File: src/logic/sfps_pkg.sv
// shared constants and types for the serial flash protocol front end
package sfps_pkg;

  // apb register map (byte addresses)
  localparam logic [7:0] APB_STATE = 8'h00;
  localparam logic [7:0] APB_CTRL = 8'h04;
  localparam logic [7:0] APB_REGS = 8'h08;

  // apb field positions
  localparam int CTRL_BUSY_BIT = 0;
  localparam int CTRL_RESCUE_BIT = 1;

  // reset values of the host registers
  localparam logic [15:0] NVCR_RST = 16'hFFFF;
  localparam logic [7:0] VCR_RST = 8'hFF;
  localparam logic [7:0] EVCR_RST = 8'hFF;
  localparam logic [5:0] SR_HI_RST = 6'h00;
  localparam logic [1:0] LOCK_RST = 2'h0;

  // field positions
  localparam int SR_SRWD_BIT = 7;
  localparam int NV_DUAL_BIT = 2;
  localparam int NV_QUAD_BIT = 3;
  localparam int EV_DUAL_BIT = 6;
  localparam int EV_QUAD_BIT = 7;
  localparam int LK_DOWN_BIT = 1;

  // serial frame states, one-hot
  typedef enum logic [4:0] {
    ST_IDLE = 5'h01,
    ST_OPC = 5'h02,
    ST_WDAT = 5'h04,
    ST_RDAT = 5'h08,
    ST_SKIP = 5'h10
  } sfps_state_e;

  // transfer protocol: extended, dual, quad
  typedef enum logic [1:0] {
    PR_EXT = 2'h0,
    PR_DUAL = 2'h1,
    PR_QUAD = 2'h2
  } sfps_proto_e;

  // quad wins when both selector bits are active (low)
  function automatic sfps_proto_e proto_from(input logic quad_n,
                                             input logic dual_n);
    if (!quad_n) begin
      return PR_QUAD;
    end else if (!dual_n) begin
      return PR_DUAL;
    end
    return PR_EXT;
  endfunction : proto_from

endpackage : sfps_pkg

File: src/logic/sfps_sync.sv
// two-flop synchroniser bank for pin inputs
module sfps_sync #(
  parameter int WIDTH = 8,
  parameter logic [WIDTH-1:0] RST_VAL = '0
) (
  input wire logic clock,
  input wire logic srst,
  input wire logic [WIDTH-1:0] din,
  output logic [WIDTH-1:0] dout
);

  logic [WIDTH-1:0] meta;

  // first stage feeds only the second stage
  always_ff @(posedge clock) begin
    if (srst) begin
      meta <= RST_VAL;
      dout <= RST_VAL;
    end else begin
      meta <= din;
      dout <= meta;
    end
  end

endmodule : sfps_sync

File: src/logic/sfps_front.sv
// serial flash front end: spi modes, protocol select, config registers
//
// What this block does
// - sample inputs on serial clock rise, present outputs from its fall.
// - work with clock idling low or high; only idle level differs.
// - both idle modes apply to extended, dual and quad alike.
// - only a selected device drives its output; others stay high-z.
// - extended is default; opcode on line zero only.
// - enhanced write with bit6=0, bit7=1 switches to dual at once.
// - enhanced write with bit7=0 switches to quad at once.
// - volatile choice reverts on power-on, rescue or new enhanced write.
// - nonvolatile bit2 active with bit3 at 1 makes every later boot start in dual.
// - nonvolatile bit3 at 0 makes every later boot start in quad.
// - quad falls back to extended while busy with high voltage.
// - every boot loads working protocol from nonvolatile register, working vcr from its reset value.
// - volatile or enhanced writes copy into working config at once.
// - working config is never directly read or written by the host.
// - host reaches status, nv, volatile, enhanced, flag, lock regs.
// - writing commands run only on a whole multiple of eight bits shifted in.
// - modifying commands need the write enable latch set first.
//
// Chosen here: the APB register port and the register offsets.
module sfps_front
  import sfps_pkg::*;
#(
  parameter logic [7:0] OP_WREN = 8'h06,
  parameter logic [7:0] OP_RDSR = 8'h05,
  parameter logic [7:0] OP_WRSR = 8'h01,
  parameter logic [7:0] OP_RDFSR = 8'h70,
  parameter logic [7:0] OP_RDVCR = 8'h85,
  parameter logic [7:0] OP_WRVCR = 8'h81,
  parameter logic [7:0] OP_RDEVCR = 8'h65,
  parameter logic [7:0] OP_WREVCR = 8'h61,
  parameter logic [7:0] OP_RDNVCR = 8'hB5,
  parameter logic [7:0] OP_WRNVCR = 8'hB1,
  parameter logic [7:0] OP_RDLR = 8'hE8,
  parameter logic [7:0] OP_WRLR = 8'hE5
) (
  input wire logic clock,
  input wire logic srst,
  input wire logic boot_load,
  input wire logic sclk_pin,
  input wire logic sel_n_pin,
  input wire logic vpp_pin,
  input wire logic wp_n_pin,
  input wire logic [3:0] serial_line_in,
  output logic [3:0] serial_line_out,
  output logic [3:0] serial_line_oe,
  input wire logic [7:0] paddr,
  input wire logic psel,
  input wire logic penable,
  input wire logic pwrite,
  input wire logic [31:0] pwdata,
  output logic [31:0] prdata,
  output logic pready,
  output logic pslverr
);

  // pin synchronisers
  logic [7:0] sync_out;
  logic sclk_s;
  logic sel_n_s;
  logic vpp_s;
  logic wp_n_s;
  logic [3:0] line_s;

  sfps_sync #(
    .WIDTH(8),
    .RST_VAL(8'h0A)
  ) u_sync (
    .clock(clock),
    .srst(srst),
    .din({serial_line_in, wp_n_pin, vpp_pin, sel_n_pin, sclk_pin}),
    .dout(sync_out)
  );

  assign sclk_s = sync_out[0];
  assign sel_n_s = sync_out[1];
  assign vpp_s = sync_out[2];
  assign wp_n_s = sync_out[3];
  assign line_s = sync_out[7:4];

  // frame state
  sfps_state_e state;
  logic sclk_d;
  logic sel_d;
  logic [7:0] shreg;
  logic [3:0] bitcnt;
  logic [2:0] pulses;
  logic [7:0] opcode;
  logic [1:0] nbytes;
  logic [7:0] byte0;
  logic [7:0] byte1;
  logic [7:0] out_shift;
  logic [3:0] out_cnt;
  logic out_idx;

  // host registers and working configuration
  logic [5:0] sr_hi;
  logic wel;
  logic [15:0] nvcr;
  logic [7:0] vcr;
  logic [7:0] evcr;
  logic [1:0] lock;
  sfps_proto_e work_proto;
  logic [7:0] work_vcr;
  logic ctrl_busy;
  logic rescue;

  // edge detection on the synchronised serial clock
  logic rise;
  logic fall;
  // polarity free
  // only edges count, so idle level of either mode never acts
  assign rise = sclk_s & ~sclk_d;
  assign fall = ~sclk_s & sclk_d;

  // protocol in force
  sfps_proto_e eff_proto;
  assign eff_proto = (work_proto == PR_QUAD && vpp_s && ctrl_busy) ?
                     PR_EXT : work_proto;

  logic [3:0] lanes;
  assign lanes = (eff_proto == PR_QUAD) ? 4'h4 :
                 (eff_proto == PR_DUAL) ? 4'h2 : 4'h1;

  logic [7:0] next_sh;
  assign next_sh = (eff_proto == PR_QUAD) ? {shreg[3:0], line_s} :
                   (eff_proto == PR_DUAL) ? {shreg[5:0], line_s[1:0]} :
                   {shreg[6:0], line_s[0]};

  logic [3:0] next_cnt;
  logic byte_done;
  assign next_cnt = bitcnt + lanes;
  assign byte_done = next_cnt[3];

  logic [3:0] next_out_cnt;
  assign next_out_cnt = out_cnt + lanes;

  logic [3:0] drive_bits;
  logic [3:0] drive_oe;
  assign drive_bits = (eff_proto == PR_QUAD) ? out_shift[7:4] :
                      (eff_proto == PR_DUAL) ? {2'h0, out_shift[7:6]} :
                      {2'h0, out_shift[7], 1'b0};
  assign drive_oe = (eff_proto == PR_QUAD) ? 4'hF :
                    (eff_proto == PR_DUAL) ? 4'h3 : 4'h2;

  // byte views of the host registers
  logic [7:0] status_byte;
  logic [7:0] flag_byte;
  assign status_byte = {sr_hi, wel, ctrl_busy};
  assign flag_byte = {~ctrl_busy, 7'h00};

  function automatic logic [7:0] rd_pick(input logic [7:0] op,
                                         input logic idx);
    logic [7:0] r;
    r = 8'h00;
    if (op == OP_RDSR) begin
      r = status_byte;
    end else if (op == OP_RDFSR) begin
      r = flag_byte;
    end else if (op == OP_RDVCR) begin
      r = vcr;
    end else if (op == OP_RDEVCR) begin
      r = evcr;
    end else if (op == OP_RDNVCR) begin
      r = idx ? nvcr[15:8] : nvcr[7:0];
    end else if (op == OP_RDLR) begin
      r = {6'h00, lock};
    end
    return r;
  endfunction : rd_pick

  function automatic logic is_wr(input logic [7:0] op);
    return op == OP_WRSR || op == OP_WRVCR || op == OP_WREVCR ||
           op == OP_WRNVCR || op == OP_WRLR;
  endfunction : is_wr

  function automatic logic is_rd(input logic [7:0] op);
    return op == OP_RDSR || op == OP_RDFSR || op == OP_RDVCR ||
           op == OP_RDEVCR || op == OP_RDNVCR || op == OP_RDLR;
  endfunction : is_rd

  logic opc_phase;
  assign opc_phase = (state == ST_IDLE) || (state == ST_OPC);

  sfps_state_e next_after_opc;
  assign next_after_opc = is_wr(next_sh) ? ST_WDAT :
                          is_rd(next_sh) ? ST_RDAT : ST_SKIP;

  // serial frame engine
  always_ff @(posedge clock) begin
    if (srst) begin
      sclk_d <= 1'b0;
      sel_d <= 1'b1;
    end else begin
      sclk_d <= sclk_s;
      sel_d <= sel_n_s;
    end
  end

  always_ff @(posedge clock) begin
    if (srst || sel_n_s) begin
      state <= ST_IDLE;
      shreg <= 8'h00;
      bitcnt <= 4'h0;
      pulses <= 3'h0;
      nbytes <= 2'h0;
      out_cnt <= 4'h0;
      out_idx <= 1'b0;
      serial_line_oe <= 4'h0;
      serial_line_out <= 4'h0;
    end else if (rise) begin
      // sample on rise
      // counts bits, so a whole byte in any mode lands on a multiple of 8
      pulses <= pulses + lanes[2:0];
      if (state != ST_RDAT && state != ST_SKIP) begin
        shreg <= next_sh;
        bitcnt <= byte_done ? 4'h0 : next_cnt;
      end
      if (opc_phase) begin
        state <= byte_done ? next_after_opc : ST_OPC;
      end
      if (state == ST_WDAT && byte_done && nbytes != 2'h2) begin
        nbytes <= nbytes + 2'h1;
      end
    end else if (fall && state == ST_RDAT) begin
      serial_line_out <= drive_bits;
      serial_line_oe <= drive_oe;
      out_cnt <= next_out_cnt[3] ? 4'h0 : next_out_cnt;
      if (next_out_cnt[3]) begin
        out_idx <= ~out_idx;
      end
    end
  end

  // opcode, data bytes and outgoing shifter
  always_ff @(posedge clock) begin
    if (srst) begin
      opcode <= 8'h00;
      byte0 <= 8'h00;
      byte1 <= 8'h00;
      out_shift <= 8'h00;
    end else if (!sel_n_s && rise && byte_done) begin
      if (opc_phase) begin
        opcode <= next_sh;
        out_shift <= rd_pick(next_sh, 1'b0);
      end else if (state == ST_WDAT && nbytes == 2'h0) begin
        byte0 <= next_sh;
      end else if (state == ST_WDAT && nbytes == 2'h1) begin
        byte1 <= next_sh;
      end
    end else if (!sel_n_s && fall && state == ST_RDAT) begin
      out_shift <= next_out_cnt[3] ? rd_pick(opcode, ~out_idx) :
                   out_shift << lanes;
    end
  end

  // command execution at deselect
  logic desel_evt;
  logic whole;
  logic [1:0] need;
  logic wr_go;
  logic wren_go;
  assign desel_evt = sel_n_s & ~sel_d;
  assign whole = (pulses == 3'h0);
  assign need = (opcode == OP_WRNVCR) ? 2'h2 : 2'h1;
  assign wr_go = desel_evt && state == ST_WDAT && whole && wel &&
                 !ctrl_busy && nbytes >= need;
  assign wren_go = desel_evt && state == ST_SKIP && whole &&
                   opcode == OP_WREN;

  logic sr_locked;
  assign sr_locked = sr_hi[SR_SRWD_BIT-2] && !wp_n_s;

  logic boot;
  assign boot = boot_load;

  // write enable latch
  always_ff @(posedge clock) begin
    if (srst || boot) begin
      wel <= 1'b0;
    end else if (wren_go) begin
      wel <= 1'b1;
    end else if (wr_go) begin
      wel <= 1'b0;
    end
  end

  // nonvolatile registers survive boot_load, only srst clears them
  always_ff @(posedge clock) begin
    if (srst) begin
      nvcr <= NVCR_RST;
      sr_hi <= SR_HI_RST;
    end else if (wr_go && opcode == OP_WRNVCR) begin
      nvcr <= {byte1, byte0};
    end else if (wr_go && opcode == OP_WRSR && !sr_locked) begin
      sr_hi <= byte0[7:2];
    end
  end

  // volatile registers and working configuration
  always_ff @(posedge clock) begin
    if (srst) begin
      work_proto <= proto_from(NVCR_RST[NV_QUAD_BIT],
                               NVCR_RST[NV_DUAL_BIT]);
      work_vcr <= VCR_RST;
      vcr <= VCR_RST;
      evcr <= EVCR_RST;
      lock <= LOCK_RST;
    end else if (boot) begin
      work_proto <= proto_from(nvcr[NV_QUAD_BIT], nvcr[NV_DUAL_BIT]);
      work_vcr <= VCR_RST;
      vcr <= VCR_RST;
      evcr <= {nvcr[NV_QUAD_BIT], nvcr[NV_DUAL_BIT], EVCR_RST[5:0]};
      lock <= LOCK_RST;
    end else if (rescue) begin
      work_proto <= PR_EXT;
      evcr[EV_QUAD_BIT] <= 1'b1;
      evcr[EV_DUAL_BIT] <= 1'b1;
    end else if (wr_go && opcode == OP_WREVCR) begin
      evcr <= byte0;
      work_proto <= proto_from(byte0[EV_QUAD_BIT], byte0[EV_DUAL_BIT]);
    end else if (wr_go && opcode == OP_WRVCR) begin
      vcr <= byte0;
      work_vcr <= byte0;
    end else if (wr_go && opcode == OP_WRLR && !lock[LK_DOWN_BIT]) begin
      lock <= byte0[1:0];
    end
  end

  // apb slave: one wait state, answer registered
  logic apb_acc;
  logic apb_wr;
  logic hit_state;
  logic hit_ctrl;
  logic hit_regs;
  logic [31:0] rd_word;
  assign apb_acc = psel & penable & ~pready;
  assign apb_wr = psel & penable & pready & pwrite;
  assign hit_state = (paddr == APB_STATE);
  assign hit_ctrl = (paddr == APB_CTRL);
  assign hit_regs = (paddr == APB_REGS);

  // working config hidden
  // only the protocol in force shows, never the stored copy
  assign rd_word = hit_state ? {nvcr, opcode, 3'h0, ~sel_n_s,
                                ctrl_busy, wel, eff_proto} :
                   hit_ctrl ? {31'h0, ctrl_busy} :
                   hit_regs ? {6'h00, lock, evcr, vcr, status_byte} :
                   32'h0;

  always_ff @(posedge clock) begin
    if (srst) begin
      pready <= 1'b0;
      prdata <= 32'h0;
      pslverr <= 1'b0;
    end else begin
      pready <= apb_acc;
      prdata <= apb_acc ? rd_word : 32'h0;
      pslverr <= apb_acc & ~(hit_state | hit_ctrl | hit_regs);
    end
  end

  // busy flag models the array controller's program/erase cycle
  always_ff @(posedge clock) begin
    if (srst) begin
      ctrl_busy <= 1'b0;
      rescue <= 1'b0;
    end else begin
      rescue <= apb_wr & hit_ctrl & pwdata[CTRL_RESCUE_BIT];
      if (apb_wr && hit_ctrl) begin
        ctrl_busy <= pwdata[CTRL_BUSY_BIT];
      end
    end
  end

  // work_vcr steers nothing yet, not even the protocol; kept for readers
  // of later dummy-cycle and output-driver logic
  logic [7:0] unused_vcr;
  assign unused_vcr = work_vcr;

endmodule : sfps_front

File: config.mk
export PLATFORM = sky130hd
export DESIGN_NAME = sfps_front
export DESIGN_NICKNAME = d
export VERILOG_FILES = /design/src/logic/sfps_pkg.sv /design/src/logic/sfps_sync.sv /design/src/logic/sfps_front.sv
export SDC_FILE = /design/constraint.sdc
export NUM_CORES = 1
export LEC_CHECK = 0
export ABC_CLOCK_PERIOD_IN_PS = 5600
export BUFFER_PORTS_ARGS = -buffer_cell sky130_fd_sc_hd__buf_2
export CORE_AREA = 4 4 135 137
export CTS_CLUSTER_DIAMETER = 150
export DETAILED_ROUTE_END_ITERATION = 6
export DIE_AREA = 0 0 139 141
export GPL_ROUTABILITY_DRIVEN = 0
export GPL_TIMING_DRIVEN = 0
export PLACE_DENSITY_LB_ADDON = 0.2
export SLEW_MARGIN = 20
export SYNTH_ARGS = -nofsm -noshare
export SYNTH_HDL_FRONTEND = slang
export SYNTH_HIERARCHICAL = 1
export SYNTH_SLANG_ARGS = --single-unit
export TNS_END_PERCENT = 50
File: constraint.sdc
create_clock -name clock -period 5.6 [get_ports clock]
set_clock_uncertainty 0.2 [all_clocks]
set_input_delay 1.12 -clock clock [delete_from_list [all_inputs] [get_ports clock]]
set_output_delay 1.12 -clock clock [all_outputs]
set_load 0.02 [all_outputs]
==> results.tsv, run 1 <==
metric	value	unit
status	finished, final reports clean	
chip height	141	um
final net count	946	
crit-path cells	nand2_1 > o21ai_0 > inv_1 > ha_1 > buf_2 > o21ai_2 > clkbuf_1 > nor3_1 > o211ai_1 > and3_1 > nand2_1 > a22o_1	
VDD IR max	207	uV
full die area	0.0196	sq mm
drt total wl	22.1	mm
# IOs	96	
clk slew on worst S/H paths	0.07	ns
# setup viols final	0	
hold slack	0.209	ns
flops & latches, synth	160	
area grow syn2layout	17.0	%
CP Capture Point	state[3]$_SDFFE_PP0P_	
DR iter-0 viols	681	
Std-Cell Rows	48	
Post-Layout Cell Count	1111	
RR Endpoint	state[3]$_SDFFE_PP0P_	
layout cell share with drive strength beyond 1	14.6	%
CTS resizes	0	
Pint	1940	uW
max layer used	met4	
Post-Synthesis Cells	790	
Hold Crit Depth	1	
hold_buf cts	0	
Mapped Nets	863	
largest net degree at the start of global routing	17	
total grt overflow	0	
WL/cell	19.8	um
switching portion of total power	22.9	%
CTS tree	built	
Final Hold Vio Count	0	
antenna viol nets, final	0	
FILL cells	1642	
Critical Path Most Common Cell	nand2_1	
PwrDens	292	mW/mm^2
Worst setup SP type	register	
Yosys warning total	6	
Netlist cell types	76	
Met1 Wirelength	9.49	mm
# port buffers	64	
sequential share of power	45.8	%
Critical Path End Type	register	
max incr delay on CP	0.61	ns
Vias	6339	
dpl cell area	0.00796	sq mm
crit-path max FO	10	
GRT Total Usage	22.5	%
Comb pwr share	3.3	%
post-route cell area	0.00861	sq mm
sequential fraction of the synthesis area	43.5	%
TritonCTS Buffers	17	
FF-to-FF setup slack	1.58	ns
initial core utilization	43.1	%
Avg Synthesized Cell Area	9.31	sq um
Sw Pwr	575	uW
post-DR vias/cell	5.71	
DP Cell Count	1079	
RSZ-0062 raised after global routing	no	
diodes inserted	0	
Slew HR	36.2	%
reg-to-reg startpoint	ctrl_busy$_SDFFE_PP0P_	
Main synth FF type	dfxtp_1	
EDFF count, synth	0	
post-synthesis async set-or-reset flop share	0	%
CTS root buffer	clkbuf_16	
clock sink count	160	
total core area	0.0171	sq mm
Tmin final	4.02	ns
P_leak	0.00347	uW
Slowest-stage cell, CP	clkbuf_1	
actual slew at the worst max-slew pin	0.950	ns
Slew Limit Fails	0	
H-tree Lvls	4	
antenna violations before repair	0	
DRC	0	
Post-CTS Setup Bufs	0	
worst path required time	5.73	ns
clock buffer depth	2	
TNS Setup	0	ns
max_cap viols	0	
Post-Syn Area	0.00736	sq mm
HP Class	reg2reg	
Reg area	0.00320	sq mm
DR WL met2	9.98	mm
Arr. time, crit path	4.15	ns
die width	139	um
dpl hpwl	16.2	mm
Critical Path Source	ctrl_busy$_SDFFE_PP0P_	
CP Class	reg2reg	
R2R cell count	12	
clock group share of total power	50.9	%
footprint of the multi-input gates	0.00387	sq mm
worst skew pair latency	0.44	ns
vias in the first global route	5880	
Tcrit/Tclk final	71.9	%
router iterations before antenna repair	5	
FMAX	248	MHz
global-route wire length before repair	34.3	mm
met3 wire len	1.75	mm
## synthesized netlist by cell type, types with 5 or more instances
cell / n / area [sq um]
a211oi_1: 11 / 82.6
a21oi_1: 39 / 195
a221oi_1: 6 / 52.6
a22o_1: 21 / 184
a31oi_1: 7 / 43.8
and2_1: 12 / 75.1
and2b_1: 6 / 45.0
and3_1: 8 / 50.1
buf_2: 7 / 35.0
clkbuf_1: 28 / 105
dfxtp_1: 160 / 3200
ha_1: 16 / 200
inv_1: 17 / 63.8
mux2i_1: 83 / 831
nand2_1: 76 / 285
nand2b_1: 8 / 50.1
nand3_1: 16 / 80.1
nand3b_1: 5 / 37.5
nand4_1: 6 / 37.5
nor2_1: 79 / 297
nor2b_1: 14 / 87.6
nor3_1: 14 / 70.1
nor4_1: 6 / 37.5
o21ai_0: 18 / 90.1
o21ai_1: 9 / 45.0
o221ai_1: 5 / 43.8
or2_1: 5 / 31.3
xor2_1: 5 / 43.8
## placed cells by master (no fill, tap or decap), types with 5 or more instances in the layout
master / n
a21oi_1: 39
o221ai_1: 5
and2b_1: 6
clkbuf_16: 17
a221oi_1: 6
nand3b_1: 5
and3_1: 8
nor3_1: 14
a22o_1: 21
and2_1: 12
inv_6: 6
nor2b_1: 14
clkbuf_1: 28
mux2i_1: 83
nor2_1: 79
nand4_1: 6
a211oi_1: 11
inv_1: 17
nand2b_1: 8
o21ai_0: 18
nor4_1: 6
o21ai_1: 9
nand2_1: 76
xor2_1: 5
a31oi_1: 7
buf_2: 71
ha_1: 16
dfxtp_1: 160
or2_1: 5
nand3_1: 16
## worst min path at each step
stage,start,endpoint,slack (ns)
2_1_floorplan,u_sync/meta[1]$_SDFF_PP1_,u_sync/dout[1]$_SDFF_PP1_,0.18
3_3_place_gp,u_sync/meta[1]$_SDFF_PP1_,u_sync/dout[1]$_SDFF_PP1_,0.19
3_5_place_dp,u_sync/meta[1]$_SDFF_PP1_,u_sync/dout[1]$_SDFF_PP1_,0.20
4_1_cts,u_sync/meta[1]$_SDFF_PP1_,u_sync/dout[1]$_SDFF_PP1_,0.21
5_1_grt,u_sync/meta[1]$_SDFF_PP1_,u_sync/dout[1]$_SDFF_PP1_,0.24
6_report,u_sync/meta[1]$_SDFF_PP1_,u_sync/dout[1]$_SDFF_PP1_,0.21
## metrics by stage
stage | setup slack [ns] | utilization [%] | power [uW]
2_1_floorplan | 2.50 | - | 1230
3_3_place_gp | 1.67 | 46.7 | 1260
3_5_place_dp | 1.65 | 46.7 | 1260
4_1_cts | 1.63 | 50.5 | 2530
5_1_grt | 1.31 | 50.5 | 2580
6_report | 1.58 | 50.5 | 2510
## power by group through the flow
stage               clock network (uW)  registers (uW)  logic [uW]
floorplan                            0            1180        50.6
global placement                     0            1180        81.5
detailed placement                   0            1180        82.3
CTS                               1290            1150        82.8
global route                      1340            1150        91.1
finish                            1280            1150        83.1
## critical path, delay by kind of cell (launching register included)
kind | cells | cell delay (ns)
flip-flops | 1 | 0.48
adder cells (fa/ha/maj) | 1 | 0.33
AO/OA/AOI/OAI | 4 | 1.42
AND/OR/NAND/NOR | 4 | 0.54
buffers and inverters | 3 | 0.96
## flip-flops by register name, indices dropped and copies added (netlist names), 2 cells and up
| register | count |
|---|---|
| sr_hi | 6 |
| pulses | 3 |
| u_sync/dout | 8 |
| byte1 | 8 |
| lock | 2 |
| bitcnt | 3 |
| opcode | 8 |
| u_sync/meta | 8 |
| evcr | 8 |
| nvcr | 16 |
| out_cnt | 3 |
| out_shift | 8 |
| prdata | 32 |
| state | 5 |
| work_proto | 2 |
| serial_line_oe | 3 |
| nbytes | 2 |
| serial_line_out | 4 |
| byte0 | 8 |
| vcr | 8 |
| shreg | 7 |
## final cells by class
type / instances / area share (%)
timing repair buffer: 64 / 3.72
multi-input combinational: 567 / 45.0
clock buffer: 17 / 4.94
tap: 225 / 3.27
buffer: 45 / 2.50
clock inverter: 15 / 2.56
sequential: 160 / 37.2
inverter: 18 / 0.785
## metal layers
layer,vias up,global-route usage (%)
met5,-,0
met4,0,9.89
met3,50,5.12
met2,270,35.3
met1,2982,29.7
li1,3037,-
## cell families after synthesis
logic type,count (synthesis),synth area share (%)
xor+xnor,7,0.833
fa+ha+maj,19,3.54
compound gates,167,16.2
flops,160,43.5
mux,83,11.3
buf+inv,63,3.84
simple gates,291,20.8
Note: power is estimated with default switching activity, not from simulation.
==> run 2, diff against run 1 <==
--- a/config.mk
+++ b/config.mk
@@ -5,7 +5,7 @@
 export SDC_FILE = /design/constraint.sdc
 export NUM_CORES = 1
 export LEC_CHECK = 0
-export ABC_CLOCK_PERIOD_IN_PS = 5600
+export ABC_CLOCK_PERIOD_IN_PS = 3300
 export BUFFER_PORTS_ARGS = -buffer_cell sky130_fd_sc_hd__buf_2
 export CORE_AREA = 4 4 135 137
 export CTS_CLUSTER_DIAMETER = 150
==> constraint.sdc (replaced) <==
create_clock -name clock -period 3.3 [get_ports clock]
set_clock_uncertainty 0.2 [all_clocks]
set_input_delay 0.66 -clock clock [delete_from_list [all_inputs] [get_ports clock]]
set_output_delay 0.66 -clock clock [all_outputs]
set_load 0.02 [all_outputs]
==> results.tsv, run 2 (synthesis results as in run 1) <==
metric	value	unit	change
CP Class	reg2reg		
actual slew at the worst max-slew pin	1.01	ns	+0.0561 ns
layout cell share with drive strength beyond 1	19.4	%	+4.9 points
TritonCTS Buffers	17		unchanged
TNS Setup	0	ns	unchanged
Arr. time, crit path	3.30	ns	-0.85 ns
status	finished, final reports clean		
max incr delay on CP	0.38	ns	-0.23 ns
hold_buf cts	0		unchanged
max reg flops	32		unchanged
Critical Path End Type	register		
Slew Limit Fails	0		unchanged
most common cell after layout, fill and taps aside	dfxtp_1		
switching portion of total power	23.0	%	+0.13 points
crit-path cells	nand2_1 > o21ai_4 > inv_2 > ha_4 > buf_2 > o21ai_2 > buf_2 > nor3_1 > o211ai_1 > buf_4 > o221ai_1 > a31o_1		
RR Endpoint	out_shift[3]$_SDFFE_PP0P_		
FMAX	314	MHz	+27%
# setup viols final	0		unchanged
biggest registers after layout	prdata (32), nvcr (16)		
CTS root buffer	clkbuf_16		
Tmin final	3.18	ns	-0.845 ns
total core area	0.0171	sq mm	unchanged
Reg area	0.00321	sq mm	+0.12%
footprint of the multi-input gates	0.00407	sq mm	+5.0%
antenna viol nets, final	0		unchanged
router iterations before antenna repair	5		unchanged
Sw Pwr	986	uW	+71%
area grow syn2layout	21.1	%	
antenna violations before repair	0		unchanged
worst skew pair latency	0.44	ns	about the same
largest net degree at the start of global routing	17		unchanged
dpl hpwl	16.2	mm	unchanged
Largest Register	prdata		
clk slew on worst S/H paths	0.07	ns	about the same
Tcrit/Tclk final	96.4	%	+24 points
Vias	6485		+2.3%
drt total wl	22.7	mm	+2.9%
vias in the first global route	5959		+1.3%
Worst setup SP type	register		
WHS Endpoint	u_sync/meta[3]$_SDFF_PP1_		
diodes inserted	0		unchanged
WL/cell	20.2	um	+2.0%
reg-to-reg startpoint	u_sync/dout[2]$_SDFF_PP0_		
global-route wire length before repair	34.8	mm	+1.5%
H-tree Lvls	4		unchanged
# port buffers	64		unchanged
sequential share of power	45.6	%	-0.2 points
worst path required time	3.42	ns	-2.31 ns
Slew HR	32.6	%	-3.6 points
post-DR vias/cell	5.79		+1.4%
buffer and inverter count on the worst path	4		+1
VDD IR max	358	uV	+73%
hold wc startpoint	wp_n_pin		
# IOs	96		unchanged
final net count	956		+1.1%
chip height	141	um	unchanged
HP Class	in2reg		
CP top delay family	compound AO/OA/AOI/OAI gates		
initial core utilization	43.1	%	unchanged
Pint	3290	uW	+70%
PwrDens	480	mW/mm^2	+65%
Slowest-stage cell, CP	dfxtp_1		
Critical Path Most Common Cell	buf_2		
P_leak	0.00358	uW	+3.3%
most frequent cells in the layout	159 x dfxtp_1, 81 x mux2i_1, 77 x nor2_1, 74 x nand2_1, 70 x buf_2		
total grt overflow	0		unchanged
Comb pwr share	3.7	%	+0.4 points
CTS tree	built		
Std-Cell Rows	48		unchanged
crit-path max FO	10		unchanged
DR iter-0 viols	644		-5.4%
GRT Total Usage	22.8	%	+0.29 points
clock buffer depth	2		unchanged
clock group share of total power	50.7	%	-0.2 points
DRC	0		unchanged
die width	139	um	unchanged
Layout Utilization	52.2	%	+1.8 points
R2R cell count	12		unchanged
FF-to-FF setup slack	0.12	ns	-1.46 ns
clock sink count	160		unchanged
FILL cells	1606		-2.2%
max_cap viols	0		unchanged
Final Hold Vio Count	0		unchanged
Hold Crit Depth	2		+1
full die area	0.0196	sq mm	unchanged
-- run 2: final cells by class --
cell class / instances / share of cell area [%]
flip-flops and latches: 160 / 36.0
repair buffers: 76 / 4.65
multi-input cells: 567 / 45.6
well taps: 225 / 3.16
plain buffers: 43 / 2.54
inverters: 18 / 0.786
clock buffers: 17 / 4.77
clock inverters: 15 / 2.47
-- run 2: repair_timing --
item | in CTS | in global routing
gates resized for setup | 18 | 39
buffers inserted | 4 | 7
endpoints found under the setup margin | 59 | 67
pin swaps | 2 | 7
gates cloned | 1 | 0
hold endpoints to repair | 0 | 0
-- run 2: routing by layer --
layer	GRT usage, %	share of wire (%)	vias up
met4	10.3	3.8	0
met3	4.85	8.1	57
li1	-	-	3050
met2	35.9	46	305
met1	30.0	43	3073
met5	0	0	-
-- run 2: worst max-delay path by stage --
stage	start	to	slack (ns)	cells after the start
2_1_floorplan	ctrl_busy$_SDFFE_PP0P_	out_shift[7]$_SDFFE_PP0P_	0.20	12
3_3_place_gp	ctrl_busy$_SDFFE_PP0P_	out_shift[7]$_SDFFE_PP0P_	-0.63	12
3_5_place_dp	ctrl_busy$_SDFFE_PP0P_	out_shift[7]$_SDFFE_PP0P_	-0.65	12
4_1_cts	ctrl_busy$_SDFFE_PP0P_	out_shift[1]$_SDFFE_PP0P_	-0.07	10
5_1_grt	u_sync/dout[2]$_SDFF_PP0_	byte1[6]$_SDFFE_PP0P_	-0.03	12
6_report	u_sync/dout[2]$_SDFF_PP0_	out_shift[3]$_SDFFE_PP0P_	0.12	12
-- run 2: power groups by stage --
stage | clock network, uW | registers, uW | logic (uW)
after floorplan | 0 | 1990 | 85.9
after global placement | 0 | 2000 | 138
after detailed placement | 0 | 2000 | 140
after CTS | 2200 | 1950 | 143
after global routing | 2280 | 1950 | 171
final | 2170 | 1950 | 158
-- run 2: through the flow --
stage / cell area [sq um] / hold WS, ns / instances / total power [uW] / worst slack (ns)
after CTS: 8710 / 0.186 / 1114 / 4290 / -0.0659
after floorplan: 7360 / 0.183 / 790 / 2080 / 0.196
after global placement: 7960 / 0.185 / 1079 / 2140 / -0.634
final: 8910 / 0.198 / 1121 / 4280 / 0.120
after global routing: 8910 / 0.198 / 1121 / 4400 / -0.0331
after detailed placement: 7960 / 0.196 / 1079 / 2140 / -0.654
==> run 3, diff against run 2 <==
--- a/config.mk
+++ b/config.mk
@@ -5,7 +5,7 @@
 export SDC_FILE = /design/constraint.sdc
 export NUM_CORES = 1
 export LEC_CHECK = 0
-export ABC_CLOCK_PERIOD_IN_PS = 3300
+export ABC_CLOCK_PERIOD_IN_PS = 3450
 export BUFFER_PORTS_ARGS = -buffer_cell sky130_fd_sc_hd__buf_2
 export CORE_AREA = 4 4 135 137
 export CTS_CLUSTER_DIAMETER = 150
==> constraint.sdc (replaced) <==
create_clock -name clock -period 3.45 [get_ports clock]
set_clock_uncertainty 0.2 [all_clocks]
set_input_delay 0.345 -clock clock [delete_from_list [all_inputs] [get_ports clock]]
set_output_delay 0.345 -clock clock [all_outputs]
set_load 0.02 [all_outputs]
==> results.tsv, run 3 (synthesis results as in run 1) <==
metric	value	unit	change
status	finished, final reports clean		
FMAX	298	MHz	-5.1%
Final Hold Vio Count	0		unchanged
switching portion of total power	22.8	%	-0.22 points
vias in the first global route	6011		+0.87%
Comb pwr share	3.7	%	about the same
buffer and inverter count on the worst path	3		-1
H-tree Lvls	4		unchanged
Layout Utilization	52.1	%	-0.12 points
# IOs	96		unchanged
Std-Cell Rows	48		unchanged
clk slew on worst S/H paths	0.06	ns	about the same
worst path required time	3.54	ns	+0.12 ns
initial core utilization	43.1	%	unchanged
DRC	0		unchanged
global-route wire length before repair	34.8	mm	+0.16%
layout cell share with drive strength beyond 1	17.2	%	-2.3 points
total power	4090	uW	-4.5%
VDD IR max	331	uV	-7.6%
Slowest-stage cell, CP	or3_4		
# port buffers	64		unchanged
clock buffer depth	2		unchanged
Worst setup SP type	register		
max reg flops	32		unchanged
Vias	6498		+0.20%
Critical Path End Type	register		
crit-path cells	nand2_1 > o21ai_2 > inv_1 > ha_2 > ha_1 > a21oi_4 > or3_4 > nor4b_4 > buf_4 > clkdlybuf4s15_2 > mux2i_1 > nor2_1		
Tmin final	3.35	ns	+0.171 ns
Sw Pwr	933	uW	-5.4%
final net count	963		+0.73%
Largest Register	prdata		
diodes inserted	0		unchanged
router iterations before antenna repair	5		unchanged
crit-path max FO	10		unchanged
most common cell after layout, fill and taps aside	dfxtp_1		
most frequent cells in the layout	159 x dfxtp_1, 83 x mux2i_1, 78 x nor2_1, 76 x nand2_1, 71 x buf_2		
area grow syn2layout	20.8	%	
HP Class	in2reg		
PwrDens	460	mW/mm^2	-4.3%
Slew HR	34.0	%	+1.3 points
GRT Max-Usage Layer	met2		
post-DR vias/cell	5.76		-0.42%
P_leak	0.00360	uW	+0.39%
die width	139	um	unchanged
max_cap viols	0		unchanged
antenna violations before repair	0		unchanged
Slew Limit Fails	0		unchanged
WL/cell	20.1	um	-0.79%
chip height	141	um	unchanged
CP top delay family	simple AND/OR/NAND/NOR gates		
dpl hpwl	16.2	mm	unchanged
Tcrit/Tclk final	97.1	%	+0.77 points
Arr. time, crit path	3.44	ns	+0.14 ns
# setup viols final	0		unchanged
antenna viol nets, final	0		unchanged
clock group share of total power	50.6	%	about the same
total core area	0.0171	sq mm	unchanged
worst skew pair latency	0.43	ns	about the same
TritonCTS Buffers	17		unchanged
M1 GR Usage	29.8	%	-0.18 points
drt total wl	22.7	mm	-0.17%
GRT Total Usage	22.7	%	about the same
biggest registers after layout	prdata (32), nvcr (16)		
Post-Layout Cell Count	1128		+0.62%
largest net degree at the start of global routing	17		unchanged
max incr delay on CP	0.43	ns	+0.05 ns
DR iter-0 viols	677		+5.1%
CP Class	reg2reg		
Pint	3160	uW	-4.2%
full die area	0.0196	sq mm	unchanged
CTS tree	built		
TNS Setup	0	ns	unchanged
DP Cell Count	1079		unchanged
CTS root buffer	clkbuf_16		
FILL cells	1610		+0.25%
hold slack	0.0352	ns	-0.163 ns
GR Util met3	5.02	%	+0.17 points
sequential share of power	45.7	%	about the same
met2 GRT Util	36.1	%	+0.13 points
clock sink count	160		unchanged
total grt overflow	0		unchanged
actual slew at the worst max-slew pin	0.986	ns	-0.0201 ns
## run 3: cell count changes in the layout (fill, tap and decap cells not counted), moves of 3 or more
cell and delta:
dlygate4sd3_1 +13, buf_4 -6, ha_2 +3, ha_4 -4
## run 3: through the flow
stage                     area [sq um]  setup slack (ns)
after floorplan                   7360             0.346
after global placement            7960            -0.484
after detailed placement          7960            -0.504
after CTS                         8770            0.0259
after global routing              8890           -0.0603
final                             8890            0.0989
## run 3: layout make-up
class	instances	area, sq um	share of cell area, %
multi-input combinational	567	3980	44.7
timing repair buffer	83	499	5.61
inverter	18	67.6	0.760
clock buffer	17	425	4.78
buffer	43	216	2.43
clock inverter	15	220	2.48
sequential	160	3200	36.0
tap	225	282	3.17
## run 3: power by group through the flow
stage / combinational, uW / clock, uW / sequential [uW]
6_report: 152 / 2070 / 1870
5_1_grt: 165 / 2170 / 1870
3_5_place_dp: 134 / 0 / 1910
4_1_cts: 146 / 2100 / 1870
3_3_place_gp: 132 / 0 / 1910
2_1_floorplan: 82.1 / 0 / 1910
## run 3: per-layer routing
layer	routed length (um)	up-vias
li1	-	3062
met1	9630	3052
met2	10300	321
met3	1900	63
met4	862	0
met5	0	-
## run 3: worst reg2reg max path: stages, from the launching register on
cell,delay (ns)
dfxtp_2,0.41
nand2_1,0.09
o21ai_2,0.20
inv_1,0.09
ha_2,0.25
ha_1,0.36
a21oi_4,0.13
or3_4,0.44
nor4b_4,0.34
buf_4,0.19
clkdlybuf4s15_2,0.27
mux2i_1,0.20
nor2_1,0.05
## run 3: what timing repair did
item,4_1_cts,5_1_grt
hold buffers,13,0
resized for setup,12,18
setup buffers,0,5
pin swaps,0,4
cloned,0,1
setup endpoints to repair,33,45
hold endpoints to repair,12,0
## run 3: worst paths after layout
check,startpoint,endpoint,slack [ns],cells after the start
setup reg to reg,ctrl_busy$_SDFFE_PP0P_,byte1[0]$_SDFFE_PP0P_,0.1,12
hold / removal,paddr[5],pslverr$_SDFF_PP0_,0.04,3
hold reg to reg,u_sync/meta[1]$_SDFF_PP1_,u_sync/dout[1]$_SDFF_PP1_,0.21,1
setup / recovery,ctrl_busy$_SDFFE_PP0P_,byte1[0]$_SDFFE_PP0P_,0.1,12
